===== config.mk =====
export PLATFORM = sky130hd
export DESIGN_NAME = ssp_top
export DESIGN_NICKNAME = d
export VERILOG_FILES = /design/src/ssp_pkg.sv /design/src/ssp_tx.sv /design/src/ssp_rx.sv /design/src/ssp_top.sv
export SDC_FILE = /design/constraint.sdc
export NUM_CORES = 1
export LEC_CHECK = 0
export ABC_AREA = 1
export ABC_CLOCK_PERIOD_IN_PS = 4000
export BUFFER_PORTS_ARGS = -buffer_cell sky130_fd_sc_hd__buf_2
export CORE_MARGIN = 4
export CORE_UTILIZATION = 60
export CTS_CLUSTER_DIAMETER = 40
export DETAILED_ROUTE_END_ITERATION = 7
export GPL_TIMING_DRIVEN = 0
export PLACE_DENSITY = 0.81
export SLEW_MARGIN = 20
export SYNTH_ARGS = -nofsm -noshare
export SYNTH_HDL_FRONTEND = slang
export SYNTH_SLANG_ARGS = --single-unit

===== constraint.sdc =====
create_clock -name clk_in -period 4 [get_ports clk_in]
set_input_delay 0.8 -clock clk_in [delete_from_list [all_inputs] [get_ports clk_in]]
set_output_delay 0.8 -clock clk_in [all_outputs]
set_load 0.05 [all_outputs]

===== src/ssp_pkg.sv =====
// Purpose: shared constants for the switch configured serial port
// Assumes: 25 MHz system clock, 16x oversampled bit timing
// Notes:   baud figures are held in tenths so 134.5 stays exact
package ssp_pkg;
  // ---------------------------------------------------------------------
  // timing
  // ---------------------------------------------------------------------
  localparam int unsigned CLK_HZ     = 25_000_000;
  localparam int unsigned OVERSAMPLE = 16;
  // accumulator wraps at ten times the clock rate (rates are in tenths)
  localparam logic [27:0] BAUD_ACC_LIMIT = 28'(CLK_HZ * 10);
  localparam logic [3:0]  PHASE_LAST     = 4'(OVERSAMPLE - 1);
  localparam logic [3:0]  PHASE_MID      = 4'(OVERSAMPLE / 2 - 1);

  // ---------------------------------------------------------------------
  // register map (byte addresses) and fields
  // ---------------------------------------------------------------------
  localparam logic [7:0] OFS_DATA     = 8'h00;
  localparam logic [7:0] OFS_STATUS   = 8'h04;
  localparam logic [7:0] OFS_INT_STAT = 8'h08;
  localparam logic [7:0] OFS_INT_MASK = 8'h0C;
  localparam logic [7:0] OFS_CONFIG   = 8'h10;
  localparam int ST_RX_READY  = 0;
  localparam int ST_OVERRUN   = 1;
  localparam int ST_TX_EMPTY  = 2;
  localparam int ST_FRAME_ERR = 3;
  localparam int ST_PAR_ERR   = 4;
  localparam int ST_W         = 5;
  localparam logic [4:0] INT_MASK_RST = 5'h00;
  localparam logic [7:0] RX_DATA_RST  = 8'h00;

  // receiver states
  typedef enum logic [1:0] {
    SSP_RX_IDLE  = 2'b00,
    SSP_RX_START = 2'b01,
    SSP_RX_BITS  = 2'b10,
    SSP_RX_STOP  = 2'b11
  } ssp_rx_state_t;

  // baud rate in tenths of a baud for each switch code
  function automatic logic [16:0] ssp_baud_x10(input logic [3:0] code);
    case (code)
      4'h1:    ssp_baud_x10 = 17'd1500;
      4'h2:    ssp_baud_x10 = 17'd3000;
      4'h3:    ssp_baud_x10 = 17'd24000;
      4'h4:    ssp_baud_x10 = 17'd12000;
      4'h5:    ssp_baud_x10 = 17'd18000;
      4'h6:    ssp_baud_x10 = 17'd48000;
      4'h7:    ssp_baud_x10 = 17'd96000;
      4'h8:    ssp_baud_x10 = 17'd24000;
      4'h9:    ssp_baud_x10 = 17'd6000;
      4'hA:    ssp_baud_x10 = 17'd2000;
      4'hB:    ssp_baud_x10 = 17'd1345;
      4'hC:    ssp_baud_x10 = 17'd750;
      4'hD:    ssp_baud_x10 = 17'd500;
      default: ssp_baud_x10 = 17'd1100; // codes 0, 14 and 15
    endcase
  endfunction : ssp_baud_x10

  // mask keeping the low data bits for a length code (0 = 5 bits)
  function automatic logic [7:0] ssp_len_mask(input logic [1:0] len);
    ssp_len_mask = 8'hFF >> (2'h3 - len);
  endfunction : ssp_len_mask
endpackage : ssp_pkg


===== src/ssp_tx.sv =====
// Purpose: serial character transmitter
// Assumes: tick_in is a one-cycle 16x bit-rate pulse
// Notes:   format is latched at start so switch changes wait a frame
`timescale 1ns/1ps
`default_nettype none
module ssp_tx import ssp_pkg::*; (
  // clock and reset
  input  wire logic       clk_in,
  input  wire logic       sys_rst_in,
  // character and format
  input  wire logic       tick_in,
  input  wire logic       start_in,
  input  wire logic [7:0] data_in,
  input  wire logic [1:0] len_in,
  input  wire logic       par_en_in,
  input  wire logic       par_odd_in,
  input  wire logic       two_stop_in,
  // line
  output logic            txd_out,
  output logic            busy_out
);
  logic [11:0] shreg;
  logic [3:0]  bits_left;
  logic [3:0]  phase;
  logic [7:0]  dmask;
  logic [11:0] next_frame;
  logic [3:0]  next_bits;

  // frame: start, data lsb first, parity, then stop bits (ones)
  always_comb begin
    dmask      = data_in & ssp_len_mask(len_in);
    // shift held at four bits so an eight-bit length does not wrap to zero
    next_frame = {3'h7, dmask, 1'b0}
                 | (12'hFFE << (4'd5 + {2'h0, len_in}));
    if (par_en_in) begin
      next_frame[6 + len_in] = (^dmask) ^ par_odd_in;
    end
    // count covers start, data, parity and every stop bit
    next_bits = 4'd7 + {2'h0, len_in} + {3'h0, par_en_in}
                + {3'h0, two_stop_in};
  end

  // shift engine; line rests at mark between characters
  always_ff @(posedge clk_in) begin
    if (sys_rst_in) begin
      shreg     <= 12'hFFF;
      bits_left <= 4'h0;
      phase     <= 4'h0;
      busy_out  <= 1'b0;
      txd_out   <= 1'b1;
    end else if (!busy_out && start_in) begin
      shreg     <= next_frame;
      bits_left <= next_bits;
      phase     <= 4'h0;
      busy_out  <= 1'b1;
      txd_out   <= 1'b0;
    end else if (busy_out && tick_in) begin
      if (phase == PHASE_LAST) begin
        phase <= 4'h0;
        if (bits_left == 4'h1) begin
          busy_out <= 1'b0;
          txd_out  <= 1'b1;
        end else begin
          shreg     <= {1'b1, shreg[11:1]};
          txd_out   <= shreg[1];
          bits_left <= bits_left - 4'h1;
        end
      end else begin
        phase <= phase + 4'h1;
      end
    end
  end
endmodule : ssp_tx
`default_nettype wire


===== src/ssp_rx.sv =====
// Purpose: serial character receiver
// Assumes: rxd_in already synchronised to clk_in
// Notes:   only the first stop bit is checked
`timescale 1ns/1ps
`default_nettype none
module ssp_rx import ssp_pkg::*; (
  // clock and reset
  input  wire logic       clk_in,
  input  wire logic       sys_rst_in,
  // line and format
  input  wire logic       tick_in,
  input  wire logic       rxd_in,
  input  wire logic [1:0] len_in,
  input  wire logic       par_en_in,
  input  wire logic       par_odd_in,
  // character out
  output logic            done_out,
  output logic [7:0]      data_out,
  output logic            frame_err_out,
  output logic            par_err_out
);
  ssp_rx_state_t state;
  logic [8:0]    shreg;
  logic [3:0]    phase;
  logic [3:0]    cnt;
  logic [3:0]    nbits;
  logic [8:0]    word;

  always_comb begin
    nbits = 4'd5 + {2'h0, len_in} + {3'h0, par_en_in};
    word  = shreg >> (4'd9 - nbits);
  end

  // start found mid-bit, then one sample per bit centre
  always_ff @(posedge clk_in) begin
    if (sys_rst_in) begin
      state         <= SSP_RX_IDLE;
      shreg         <= 9'h000;
      phase         <= 4'h0;
      cnt           <= 4'h0;
      done_out      <= 1'b0;
      data_out      <= 8'h00;
      frame_err_out <= 1'b0;
      par_err_out   <= 1'b0;
    end else begin
      done_out <= 1'b0;
      case (state)
        SSP_RX_IDLE: begin
          phase <= 4'h0;
          if (!rxd_in) state <= SSP_RX_START;
        end
        SSP_RX_START: if (tick_in) begin
          phase <= phase + 4'h1;
          if (phase == PHASE_MID) begin
            phase <= 4'h0;
            cnt   <= 4'h0;
            state <= rxd_in ? SSP_RX_IDLE : SSP_RX_BITS;
          end
        end
        SSP_RX_BITS: if (tick_in) begin
          phase <= phase + 4'h1;
          if (phase == PHASE_LAST) begin
            shreg <= {rxd_in, shreg[8:1]};
            cnt   <= cnt + 4'h1;
            if (cnt + 4'h1 == nbits) state <= SSP_RX_STOP;
          end
        end
        SSP_RX_STOP: if (tick_in) begin
          phase <= phase + 4'h1;
          if (phase == PHASE_LAST) begin
            state         <= SSP_RX_IDLE;
            done_out      <= 1'b1;
            data_out      <= word[7:0] & ssp_len_mask(len_in);
            frame_err_out <= !rxd_in;
            par_err_out   <= par_en_in &&
              ((^(word[7:0] & ssp_len_mask(len_in))) ^
               word[4'd5 + {2'h0, len_in}] ^ par_odd_in);
          end
        end
        default: state <= SSP_RX_IDLE;
      endcase
    end
  end
endmodule : ssp_rx
`default_nettype wire


===== src/ssp_top.sv =====
// Purpose: switch configured async serial port with APB registers
// Assumes: switch and jumper pins are static; 1 = ON or fitted
// Notes:   zero-wait APB slave with a registered ready
`timescale 1ns/1ps
`default_nettype none
// How it works
// - four baud switches form code, first MSB
// - codes 8-13 include exact 134.5 baud
// - stop switch ON one, OFF two
// - parity sense used only when parity fitted
// - no jumpers means eight bits, no parity
// - two jumpers choose five to eight bits
// - third jumper adds and checks parity bit
// - start bit leads, stop bits trail
// - line held at mark while idle
// - parallel byte shifted out serially
// - status shows ready, overrun, empty, framing
// - data write strobe starts transmission
module ssp_top import ssp_pkg::*; (
  // clock and reset
  input  wire logic        clk_in,
  input  wire logic        sys_rst_in,
  // apb slave
  input  wire logic [7:0]  paddr_in,
  input  wire logic        psel_in,
  input  wire logic        penable_in,
  input  wire logic        pwrite_in,
  input  wire logic [31:0] pwdata_in,
  output logic [31:0]      prdata_out,
  output logic             pready_out,
  output logic             pslverr_out,
  // serial line
  input  wire logic        rxd_in,
  output logic             txd_out,
  // switches and jumpers
  input  wire logic        stop_bit_count_switch_in,
  input  wire logic        baud_code_bit3_switch_in,
  input  wire logic        baud_code_bit2_switch_in,
  input  wire logic        baud_code_bit1_switch_in,
  input  wire logic        baud_code_bit0_switch_in,
  input  wire logic        parity_sense_switch_in,
  input  wire logic        char_len_jumper1_in,
  input  wire logic        char_len_jumper2_in,
  input  wire logic        parity_enable_jumper_in,
  // interrupt
  output logic             irq_out
);
  // ---------------------------------------------------------------------
  // pin synchronisers and configuration
  // ---------------------------------------------------------------------
  logic [9:0] pin_meta;
  logic [9:0] pin_sync;
  logic [3:0] baud_code;
  logic       two_stop;
  logic       par_en;
  logic       par_odd;
  logic [1:0] len;
  logic       rxd_s;

  // every pin passes two flops; meta stage is read by sync only
  always_ff @(posedge clk_in) begin
    if (sys_rst_in) begin
      pin_meta <= 10'h200;
      pin_sync <= 10'h200;
    end else begin
      pin_meta <= {rxd_in, stop_bit_count_switch_in,
                   baud_code_bit3_switch_in, baud_code_bit2_switch_in,
                   baud_code_bit1_switch_in, baud_code_bit0_switch_in,
                   parity_sense_switch_in, char_len_jumper1_in,
                   char_len_jumper2_in, parity_enable_jumper_in};
      pin_sync <= pin_meta;
    end
  end

  // decoded format; unfitted jumpers give 8 bits, no parity
  always_comb begin
    rxd_s     = pin_sync[9];
    two_stop  = !pin_sync[8];
    baud_code = pin_sync[7:4];
    par_en    = pin_sync[0];
    par_odd   = par_en && pin_sync[3];
    len       = {!pin_sync[1], !pin_sync[2]};
  end

  // ---------------------------------------------------------------------
  // fractional bit-rate generator
  // ---------------------------------------------------------------------
  logic [27:0] baud_acc;
  logic [27:0] baud_inc;
  logic [27:0] baud_sum;
  logic        tick;

  // rates in tenths keep 134.5 exact; jitter is one clock per tick
  always_comb begin
    baud_inc = {7'h00, ssp_baud_x10(baud_code), 4'h0};
    baud_sum = baud_acc + baud_inc;
  end

  always_ff @(posedge clk_in) begin
    if (sys_rst_in) begin
      baud_acc <= 28'h0000000;
      tick     <= 1'b0;
    end else if (baud_sum >= BAUD_ACC_LIMIT) begin
      baud_acc <= baud_sum - BAUD_ACC_LIMIT;
      tick     <= 1'b1;
    end else begin
      baud_acc <= baud_sum;
      tick     <= 1'b0;
    end
  end

  // ---------------------------------------------------------------------
  // apb decode
  // ---------------------------------------------------------------------
  logic       apb_setup;
  logic       apb_done;
  logic       wr_data;
  logic       rd_data;
  logic       rd_istat;
  logic       wr_mask;

  function automatic logic hit(input logic [7:0] a, input logic [7:0] ofs);
    hit = (a == ofs);
  endfunction : hit

  always_comb begin
    apb_setup = psel_in && !penable_in;
    apb_done  = psel_in && penable_in && pready_out;
    wr_data   = apb_done && pwrite_in && hit(paddr_in, OFS_DATA);
    rd_data   = apb_done && !pwrite_in && hit(paddr_in, OFS_DATA);
    rd_istat  = apb_done && !pwrite_in && hit(paddr_in, OFS_INT_STAT);
    wr_mask   = apb_done && pwrite_in && hit(paddr_in, OFS_INT_MASK);
  end

  // ---------------------------------------------------------------------
  // transmit holding register
  // ---------------------------------------------------------------------
  logic [7:0] hold_data;
  logic       hold_full;
  logic       tx_busy;
  logic       tx_start;

  assign tx_start = hold_full && !tx_busy;

  // a write while full is dropped; software polls the empty flag
  always_ff @(posedge clk_in) begin
    if (sys_rst_in) begin
      hold_data <= 8'h00;
      hold_full <= 1'b0;
    end else if (wr_data && !hold_full) begin
      hold_data <= pwdata_in[7:0];
      hold_full <= 1'b1;
    end else if (tx_start) begin
      hold_full <= 1'b0;
    end
  end

  ssp_tx u_tx (
    .clk_in      (clk_in),
    .sys_rst_in  (sys_rst_in),
    .tick_in     (tick),
    .start_in    (tx_start),
    .data_in     (hold_data),
    .len_in      (len),
    .par_en_in   (par_en),
    .par_odd_in  (par_odd),
    .two_stop_in (two_stop),
    .txd_out     (txd_out),
    .busy_out    (tx_busy)
  );

  // ---------------------------------------------------------------------
  // receive side and status
  // ---------------------------------------------------------------------
  logic       rx_done;
  logic [7:0] rx_byte;
  logic       rx_fe;
  logic       rx_pe;
  logic [7:0] rx_data;
  logic       rx_char_ready_flag;
  logic       overrun;
  logic       rx_frame_error_flag;
  logic       par_err;
  logic       overrun_set;

  ssp_rx u_rx (
    .clk_in        (clk_in),
    .sys_rst_in    (sys_rst_in),
    .tick_in       (tick),
    .rxd_in        (rxd_s),
    .len_in        (len),
    .par_en_in     (par_en),
    .par_odd_in    (par_odd),
    .done_out      (rx_done),
    .data_out      (rx_byte),
    .frame_err_out (rx_fe),
    .par_err_out   (rx_pe)
  );

  assign overrun_set = rx_done && rx_char_ready_flag;

  // a new character beats a read in the same cycle
  always_ff @(posedge clk_in) begin
    if (sys_rst_in) begin
      rx_data             <= RX_DATA_RST;
      rx_char_ready_flag  <= 1'b0;
      overrun             <= 1'b0;
      rx_frame_error_flag <= 1'b0;
      par_err             <= 1'b0;
    end else begin
      if (rx_done) begin
        rx_data             <= rx_byte;
        rx_frame_error_flag <= rx_fe;
        par_err             <= rx_pe;
      end
      rx_char_ready_flag <= rx_done || (rx_char_ready_flag && !rd_data);
      overrun <= overrun_set || (overrun && !rd_data);
    end
  end

  // ---------------------------------------------------------------------
  // interrupts
  // ---------------------------------------------------------------------
  logic [ST_W-1:0] int_stat;
  logic [ST_W-1:0] int_mask;
  logic [ST_W-1:0] int_set;
  logic [ST_W-1:0] status;

  always_comb begin
    status               = '0;
    status[ST_RX_READY]  = rx_char_ready_flag;
    status[ST_OVERRUN]   = overrun;
    status[ST_TX_EMPTY]  = !hold_full;
    status[ST_FRAME_ERR] = rx_frame_error_flag;
    status[ST_PAR_ERR]   = par_err;
    int_set               = '0;
    int_set[ST_RX_READY]  = rx_done;
    int_set[ST_OVERRUN]   = overrun_set;
    int_set[ST_TX_EMPTY]  = tx_start;
    int_set[ST_FRAME_ERR] = rx_done && rx_fe;
    int_set[ST_PAR_ERR]   = rx_done && rx_pe;
  end

  // sticky events clear on read, but a fresh event survives it
  always_ff @(posedge clk_in) begin
    if (sys_rst_in) begin
      int_stat <= '0;
      int_mask <= INT_MASK_RST;
      irq_out  <= 1'b0;
    end else begin
      int_stat <= int_set | (rd_istat ? '0 : int_stat);
      if (wr_mask) int_mask <= pwdata_in[ST_W-1:0];
      irq_out <= |(int_stat & int_mask);
    end
  end

  // ---------------------------------------------------------------------
  // apb read data and answer
  // ---------------------------------------------------------------------
  logic [31:0] rd_mux;
  logic        mapped;

  always_comb begin
    rd_mux = 32'h00000000;
    mapped = 1'b1;
    case (paddr_in)
      OFS_DATA:     rd_mux[7:0] = rx_data;
      OFS_STATUS:   rd_mux[ST_W-1:0] = status;
      OFS_INT_STAT: rd_mux[ST_W-1:0] = int_stat;
      OFS_INT_MASK: rd_mux[ST_W-1:0] = int_mask;
      OFS_CONFIG:   rd_mux[8:0] = {par_odd, par_en, two_stop, len, baud_code};
      default:      mapped = 1'b0;
    endcase
  end

  // answer is formed at setup so every output comes from a flop
  always_ff @(posedge clk_in) begin
    if (sys_rst_in) begin
      prdata_out  <= 32'h00000000;
      pready_out  <= 1'b0;
      pslverr_out <= 1'b0;
    end else begin
      pready_out  <= apb_setup;
      pslverr_out <= apb_setup && !mapped;
      if (apb_setup) prdata_out <= pwrite_in ? 32'h00000000 : rd_mux;
    end
  end
endmodule : ssp_top
`default_nettype wire


==> results.yml, run 1 <==
sta:
  slew_headroom: 0.343
  clock_skew_ns: 0.0123
  holdWs_ns: 0.408
  layout_min_cycle_time_ns: 3.60
  fmax_mhz: 278
  finalMaxSlewViolations: 0
  worstMarginPinSlew_ns: 0.986
  finalCritPeriodShare: 0.899
  setup_viol: 0
  hold_violations: 0
  rsz0062_at_grt: "false"
  worst_slack_ns: 0.403
  setup-tns-final_ns: 0
floorplan:
  fp.dieH_um: 131
  num_rows: 44
  core_area_um2: 14700
  dieArea_um2: 17200
  die_x_um: 131
  io_pins: 91
  initial_core_util: 0.619
cells_and_area:
  nets: 1582
  fillers: 1319
  final_layout_size_suffix_gt1_frac: 0.0849
  syn_to_final_growth_pct: 12.3
  final_core_util: 0.695
  final_area_um2: 10200
  n_antenna_cell: 0
  stdcell_count: 1679
yosys:
  synth_most_common_cell: "nand2_1"
  yosysWarnings: 0
  syn_area_per_cell_um2: 6.51
  netlist_instances: 1398
  synth.distinct_cells: 46
  netlist.area_leader.share: 0.343
  synth_edf_count: 0
  synthTopCellsByArea: "dfxtp_1 (34%), nand2_1 (16%), inv_1 (8.3%), nor2_1 (6.2%), ha_1 (5.8%)"
  yosysSeqAreaShare: 0.343
  ys.flop_type: "dfxtp_1"
  ys_ff_latch: 156
  synth.top_cells.by_count: "nand2_1 (390), inv_1 (202), dfxtp_1 (156)"
  async_flop_share: 0
  yosysTopAreaCell: "dfxtp_1"
  syn_area_um2: 9100
placed_design:
  port_buffers: 43
  place_hpwl_mm: 17.6
  post-place-cells: 1647
  gp_congestion: 0.952
  post_dp_cell_area_um2: 9630
  place_ws_ns: 0.480
routing:
  wl_mm: 23.1
  drt_first_iter_violations: 705
  avgRoutedWirePerCell_um: 13.8
  first_pass_iters: 6
  vias: 8998
  drc: 0
  ant_nets: 0
  viasPerCell: 5.36
clocking:
  insertion_delay_ns: 0.43
  postCtsHoldBufs: 0
  clock-sinks: 156
  cts_inserted_buffers: 17
  tritoncts: "yes"
  clkTransAtPathRegs_ns: 0.06
  clockBufferDepth: 2
  h-tree-depth: 4
  cts_resized: 0
  root_buffer: "clkbuf_16"
  post_cts_buffers: 0
critical_path:
  crit_path_end_kind: "flop"
  reg2reg_slack_ns: 0.40
  rr_endpoint: "u_rx.par_err_out"
  r2r_start: "pin_sync[2]"
  crit_type: "reg2reg"
  path_max_fanout: 11
  critical_path_arrival_ns: 3.95
  critPathLaunchType: "flop"
  rr_worst_depth: 18
  worstPathRequired_ns: 4.35
power:
  p_per_area_nw_per_um2: 424
  power.total_mw: 4.34
  p_leak_nw: 4.86
  ir_drop_uv: 420
flow_run:
  maxCapViolations: 0
grt:
  overflow: 0
  grt_pass1_vias: 8354
  grt_pass1_wl_mm: 39.0
  track_usage: 0.270
  antenna_found_initial: 0
  grt_max_degree: 17
min_path:
  min_path_type: "reg2reg"
  min_to: "pin_sync[9]"
  worstHoldStart: "pin_meta[9]"
  holdPathStages: 1
outcome:
  status: "finished clean"
-- state kept, by name, summed over array words and instances (netlist names), 4 cells and up, named ones only --
name            flops
u_rx.phase          4
pin_meta           10
int_mask            5
u_rx.shreg          9
u_tx.phase          4
u_tx.bits_left      4
u_rx.cnt            4
prdata_out          9
u_rx.data_out       8
baud_acc           24
u_tx.shreg         11
hold_data           8
int_stat            5
baud_inc           17
pin_sync           10
rx_data             8
-- critical path: stages, from the launching register on --
cell and delay (ns):
dfxtp_1 0.64, ha_1 0.23, inv_1 0.05, fa_1 0.55, ha_1 0.26, xnor2_1 0.19, nor2_1 0.40, inv_1 0.08
nor2_1 0.20, nand2_1 0.14, xor2_1 0.21, nand2_1 0.07, nand2_1 0.06, nand3_1 0.08, nand2_1 0.07, nand2_1 0.05
nand2_1 0.06, nand2_1 0.05, a21oi_1 0.11
-- report_power, final --
group	switching, mW	internal [mW]
combinational	0.728	0.326
clock	0.680	0.949
sequential	0.0389	1.62
-- layout make-up --
type	instances	area, µm²	share of cell area
inverters	205	769	0.0753
well taps	184	230	0.0225
clock inverters	14	155	0.0152
flip-flops and latches	156	3120	0.306
repair buffers	43	215	0.0211
plain buffers	54	315	0.0308
multi-input cells	1005	4970	0.487
clock buffers	18	439	0.0430
-- worst max-delay path by stage --
stage                      from                to  slack, ns  depth (start not counted)
floorplan           pin_sync[2]  u_rx.par_err_out       1.03                         17
global placement    pin_sync[2]  u_rx.par_err_out       0.51                         17
detailed placement  pin_sync[2]  u_rx.par_err_out       0.48                         17
CTS                 pin_sync[2]  u_rx.par_err_out       0.44                         18
global route        pin_sync[2]  u_rx.par_err_out       0.15                         17
finish              pin_sync[2]  u_rx.par_err_out       0.40                         18
-- per-layer routing --
metal	global-route usage	part of all wire
met1	0.332	0.42
met2	0.476	0.49
met3	0.0443	0.066
met4	0.107	0.030
met5	0	0
-- cell families after synthesis --
family / Yosys count / share of synthesized area
buffers and inverters: 259 / 0.119
other: 1 / 0.000412
xor gates and xnor gates: 19 / 0.0183
adders and majority gates: 45 / 0.0644
and+or+nand+nor: 687 / 0.314
AOI/OAI and AO/OA: 231 / 0.141
DFF: 156 / 0.343
-- layout by cell type, fill, tap and decap left out, types with 4 or more instances in the layout --
cell	netlist	layout
o21ai_0	85	85
o211ai_1	19	19
nor3_1	16	16
o31ai_1	5	5
a31oi_1	6	6
conb_1	1	23
dfxtp_1	156	156
inv_6	0	6
clkbuf_16	0	17
nor2_1	151	151
or2_2	5	5
a21oi_1	97	97
xnor2_1	7	7
clkbuf_1	23	23
inv_1	202	202
nand3b_1	10	10
nand2_1	390	390
buf_4	23	23
nand2_2	5	5
nand3_1	77	77
o22ai_1	4	4
nor2_2	6	6
buf_2	3	46
ha_1	42	42
xor2_1	12	12
nand4_1	18	18
(Power assumes the default switching activity.)
==> run 2, diff against run 1 <==
--- a/config.mk
+++ b/config.mk
@@ -8,12 +8,14 @@
 export ABC_AREA = 1
 export ABC_CLOCK_PERIOD_IN_PS = 4000
 export BUFFER_PORTS_ARGS = -buffer_cell sky130_fd_sc_hd__buf_2
+export CORE_ASPECT_RATIO = 0.5
 export CORE_MARGIN = 4
 export CORE_UTILIZATION = 60
 export CTS_CLUSTER_DIAMETER = 40
 export DETAILED_ROUTE_END_ITERATION = 7
 export GPL_TIMING_DRIVEN = 0
 export PLACE_DENSITY = 0.81
+export RECOVER_POWER = 100
 export SLEW_MARGIN = 20
 export SYNTH_ARGS = -nofsm -noshare
 export SYNTH_HDL_FRONTEND = slang
==> results.yml, run 2 (synthesis results as in run 1) <==
sta:
  layout_min_cycle_time_ns: 3.71
  hold_violations: 0
  finalMaxSlewViolations: 0
  worst_slack_ns: 0.292
  setup_viol: 0
  clock_skew_ns: 0.00852
  setup-tns-final_ns: 0
  rsz0062_at_grt: "false"
  holdWs_ns: 0.409
  finalCritPeriodShare: 0.927
  worstMarginPinSlew_ns: 0.782
  slew_headroom: 0.479
  fmax_mhz: 270
flow_run:
  maxCapViolations: 0
critical_path:
  rr_worst_depth: 18
  reg2reg_slack_ns: 0.29
  rr_endpoint: "u_rx.par_err_out"
  worstPathRequired_ns: 4.35
  path_max_fanout: 11
  r2r_start: "pin_sync[2]"
  critical_path_arrival_ns: 4.06
  critPathLaunchType: "flop"
  crit_type: "reg2reg"
  crit_path_end_kind: "flop"
grt:
  overflow: 0
  antenna_found_initial: 0
  grt_pass1_vias: 8566
  grt_max_degree: 17
  grt_pass1_wl_mm: 39.5
  track_usage: 0.280
cells_and_area:
  n_antenna_cell: 0
  top_register: "baud_acc"
  largest_reg_flops: 24
  syn_to_final_growth_pct: 11.6
  final_cell_mix: "nand2_1 (393), inv_1 (202), dfxtp_1 (156)"
  nets: 1582
  stdcell_count: 1693
  final_layout_size_suffix_gt1_frac: 0.0689
  fillers: 1252
  layout_commonest_cell: "nand2_1"
routing:
  ant_nets: 0
  viasPerCell: 5.43
  first_pass_iters: 8
  drt_first_iter_violations: 793
  avgRoutedWirePerCell_um: 14.0
  drc: 0
  vias: 9193
  wl_mm: 23.7
floorplan:
  num_rows: 31
  dieArea_um2: 17300
  fp.dieH_um: 95.1
  io_pins: 91
  die_x_um: 182
  initial_core_util: 0.621
  core_area_um2: 14700
clocking:
  h-tree-depth: 4
  clockBufferDepth: 2
  insertion_delay_ns: 0.43
  postCtsHoldBufs: 0
  clkTransAtPathRegs_ns: 0.07
  cts_inserted_buffers: 17
  clock-sinks: 156
  post_cts_buffers: 0
  root_buffer: "clkbuf_16"
  tritoncts: "yes"
  cts_resized: 0
placed_design:
  place_ws_ns: 0.470
  post-place-cells: 1661
  place_hpwl_mm: 17.9
  gp_congestion: 0.945
  port_buffers: 43
outcome:
  status: "finished clean"
power:
  p_leak_nw: 4.76
  ir_drop_uv: 312
  p_per_area_nw_per_um2: 423
min_path:
  worstHoldStart: "pin_meta[8]"
  holdPathStages: 2
  min_to: "pin_sync[8]"
  min_path_type: "reg2reg"
==> run 2: cell type report <==
class	count	area, µm²	share of cell area
clock inverter	13	133	0.0131
inverter	205	769	0.0758
timing repair buffer	43	198	0.0195
tap	198	248	0.0244
sequential	156	3120	0.307
buffer	54	299	0.0294
multi-input combinational	1005	4940	0.487
clock buffer	19	443	0.0436
==> run 2: how the worst max path moves through the flow <==
stage	slack [ns]	from	endpoint	cells past startpoint
global route	0.06	pin_sync[2]	u_rx.par_err_out	18
CTS	0.41	pin_sync[2]	u_rx.par_err_out	18
global placement	0.58	pin_sync[2]	u_rx.par_err_out	17
detailed placement	0.47	pin_sync[2]	u_rx.par_err_out	18
finish	0.29	pin_sync[2]	u_rx.par_err_out	18
floorplan	1.03	pin_sync[2]	u_rx.par_err_out	17
==> run 2: critical path, stage by stage, from the launching register on <==
cell	delay, ns
dfxtp_1	0.64
ha_1	0.24
inv_1	0.05
fa_1	0.54
ha_1	0.26
xnor2_1	0.20
nor2_1	0.45
inv_1	0.08
nor2_1	0.22
nand2_1	0.15
xor2_1	0.23
nand2_1	0.09
nand2_1	0.07
nand3_1	0.09
nand2_1	0.08
nand2_1	0.05
nand2_1	0.05
nand2_1	0.05
a21oi_1	0.11
==> run 2: stage by stage <==
step / cell area (µm²) / util / power [mW]
after floorplan: 9180 / - / 2.48
after global placement: 9640 / 0.658 / 2.68
after detailed placement: 9640 / 0.658 / 2.72
after CTS: 10200 / 0.697 / 4.29
after global routing: 10200 / 0.693 / 4.53
final: 10200 / 0.693 / 4.30
==> run 2: routing by layer <==
| layer | routed length, µm | GRT usage | vias to the layer above |
|---|---|---|---|
| met4 | 448 | 0.0949 | 0 |
| met2 | 10900 | 0.490 | 383 |
| met5 | 0 | 0 | - |
| met3 | 2050 | 0.0514 | 46 |
| met1 | 10400 | 0.355 | 4169 |
| li1 | - | - | 4595 |
==> run 2: power by group <==
part | total [mW] | switching [mW] | leakage [nW] | internal, mW
Sequential | 1.65 | 0.0365 | 1.27 | 1.62
Clock | 1.58 | 0.692 | 0.274 | 0.888
Combinational | 1.07 | 0.744 | 3.22 | 0.325
Total | 4.30 | 1.47 | 4.76 | 2.83
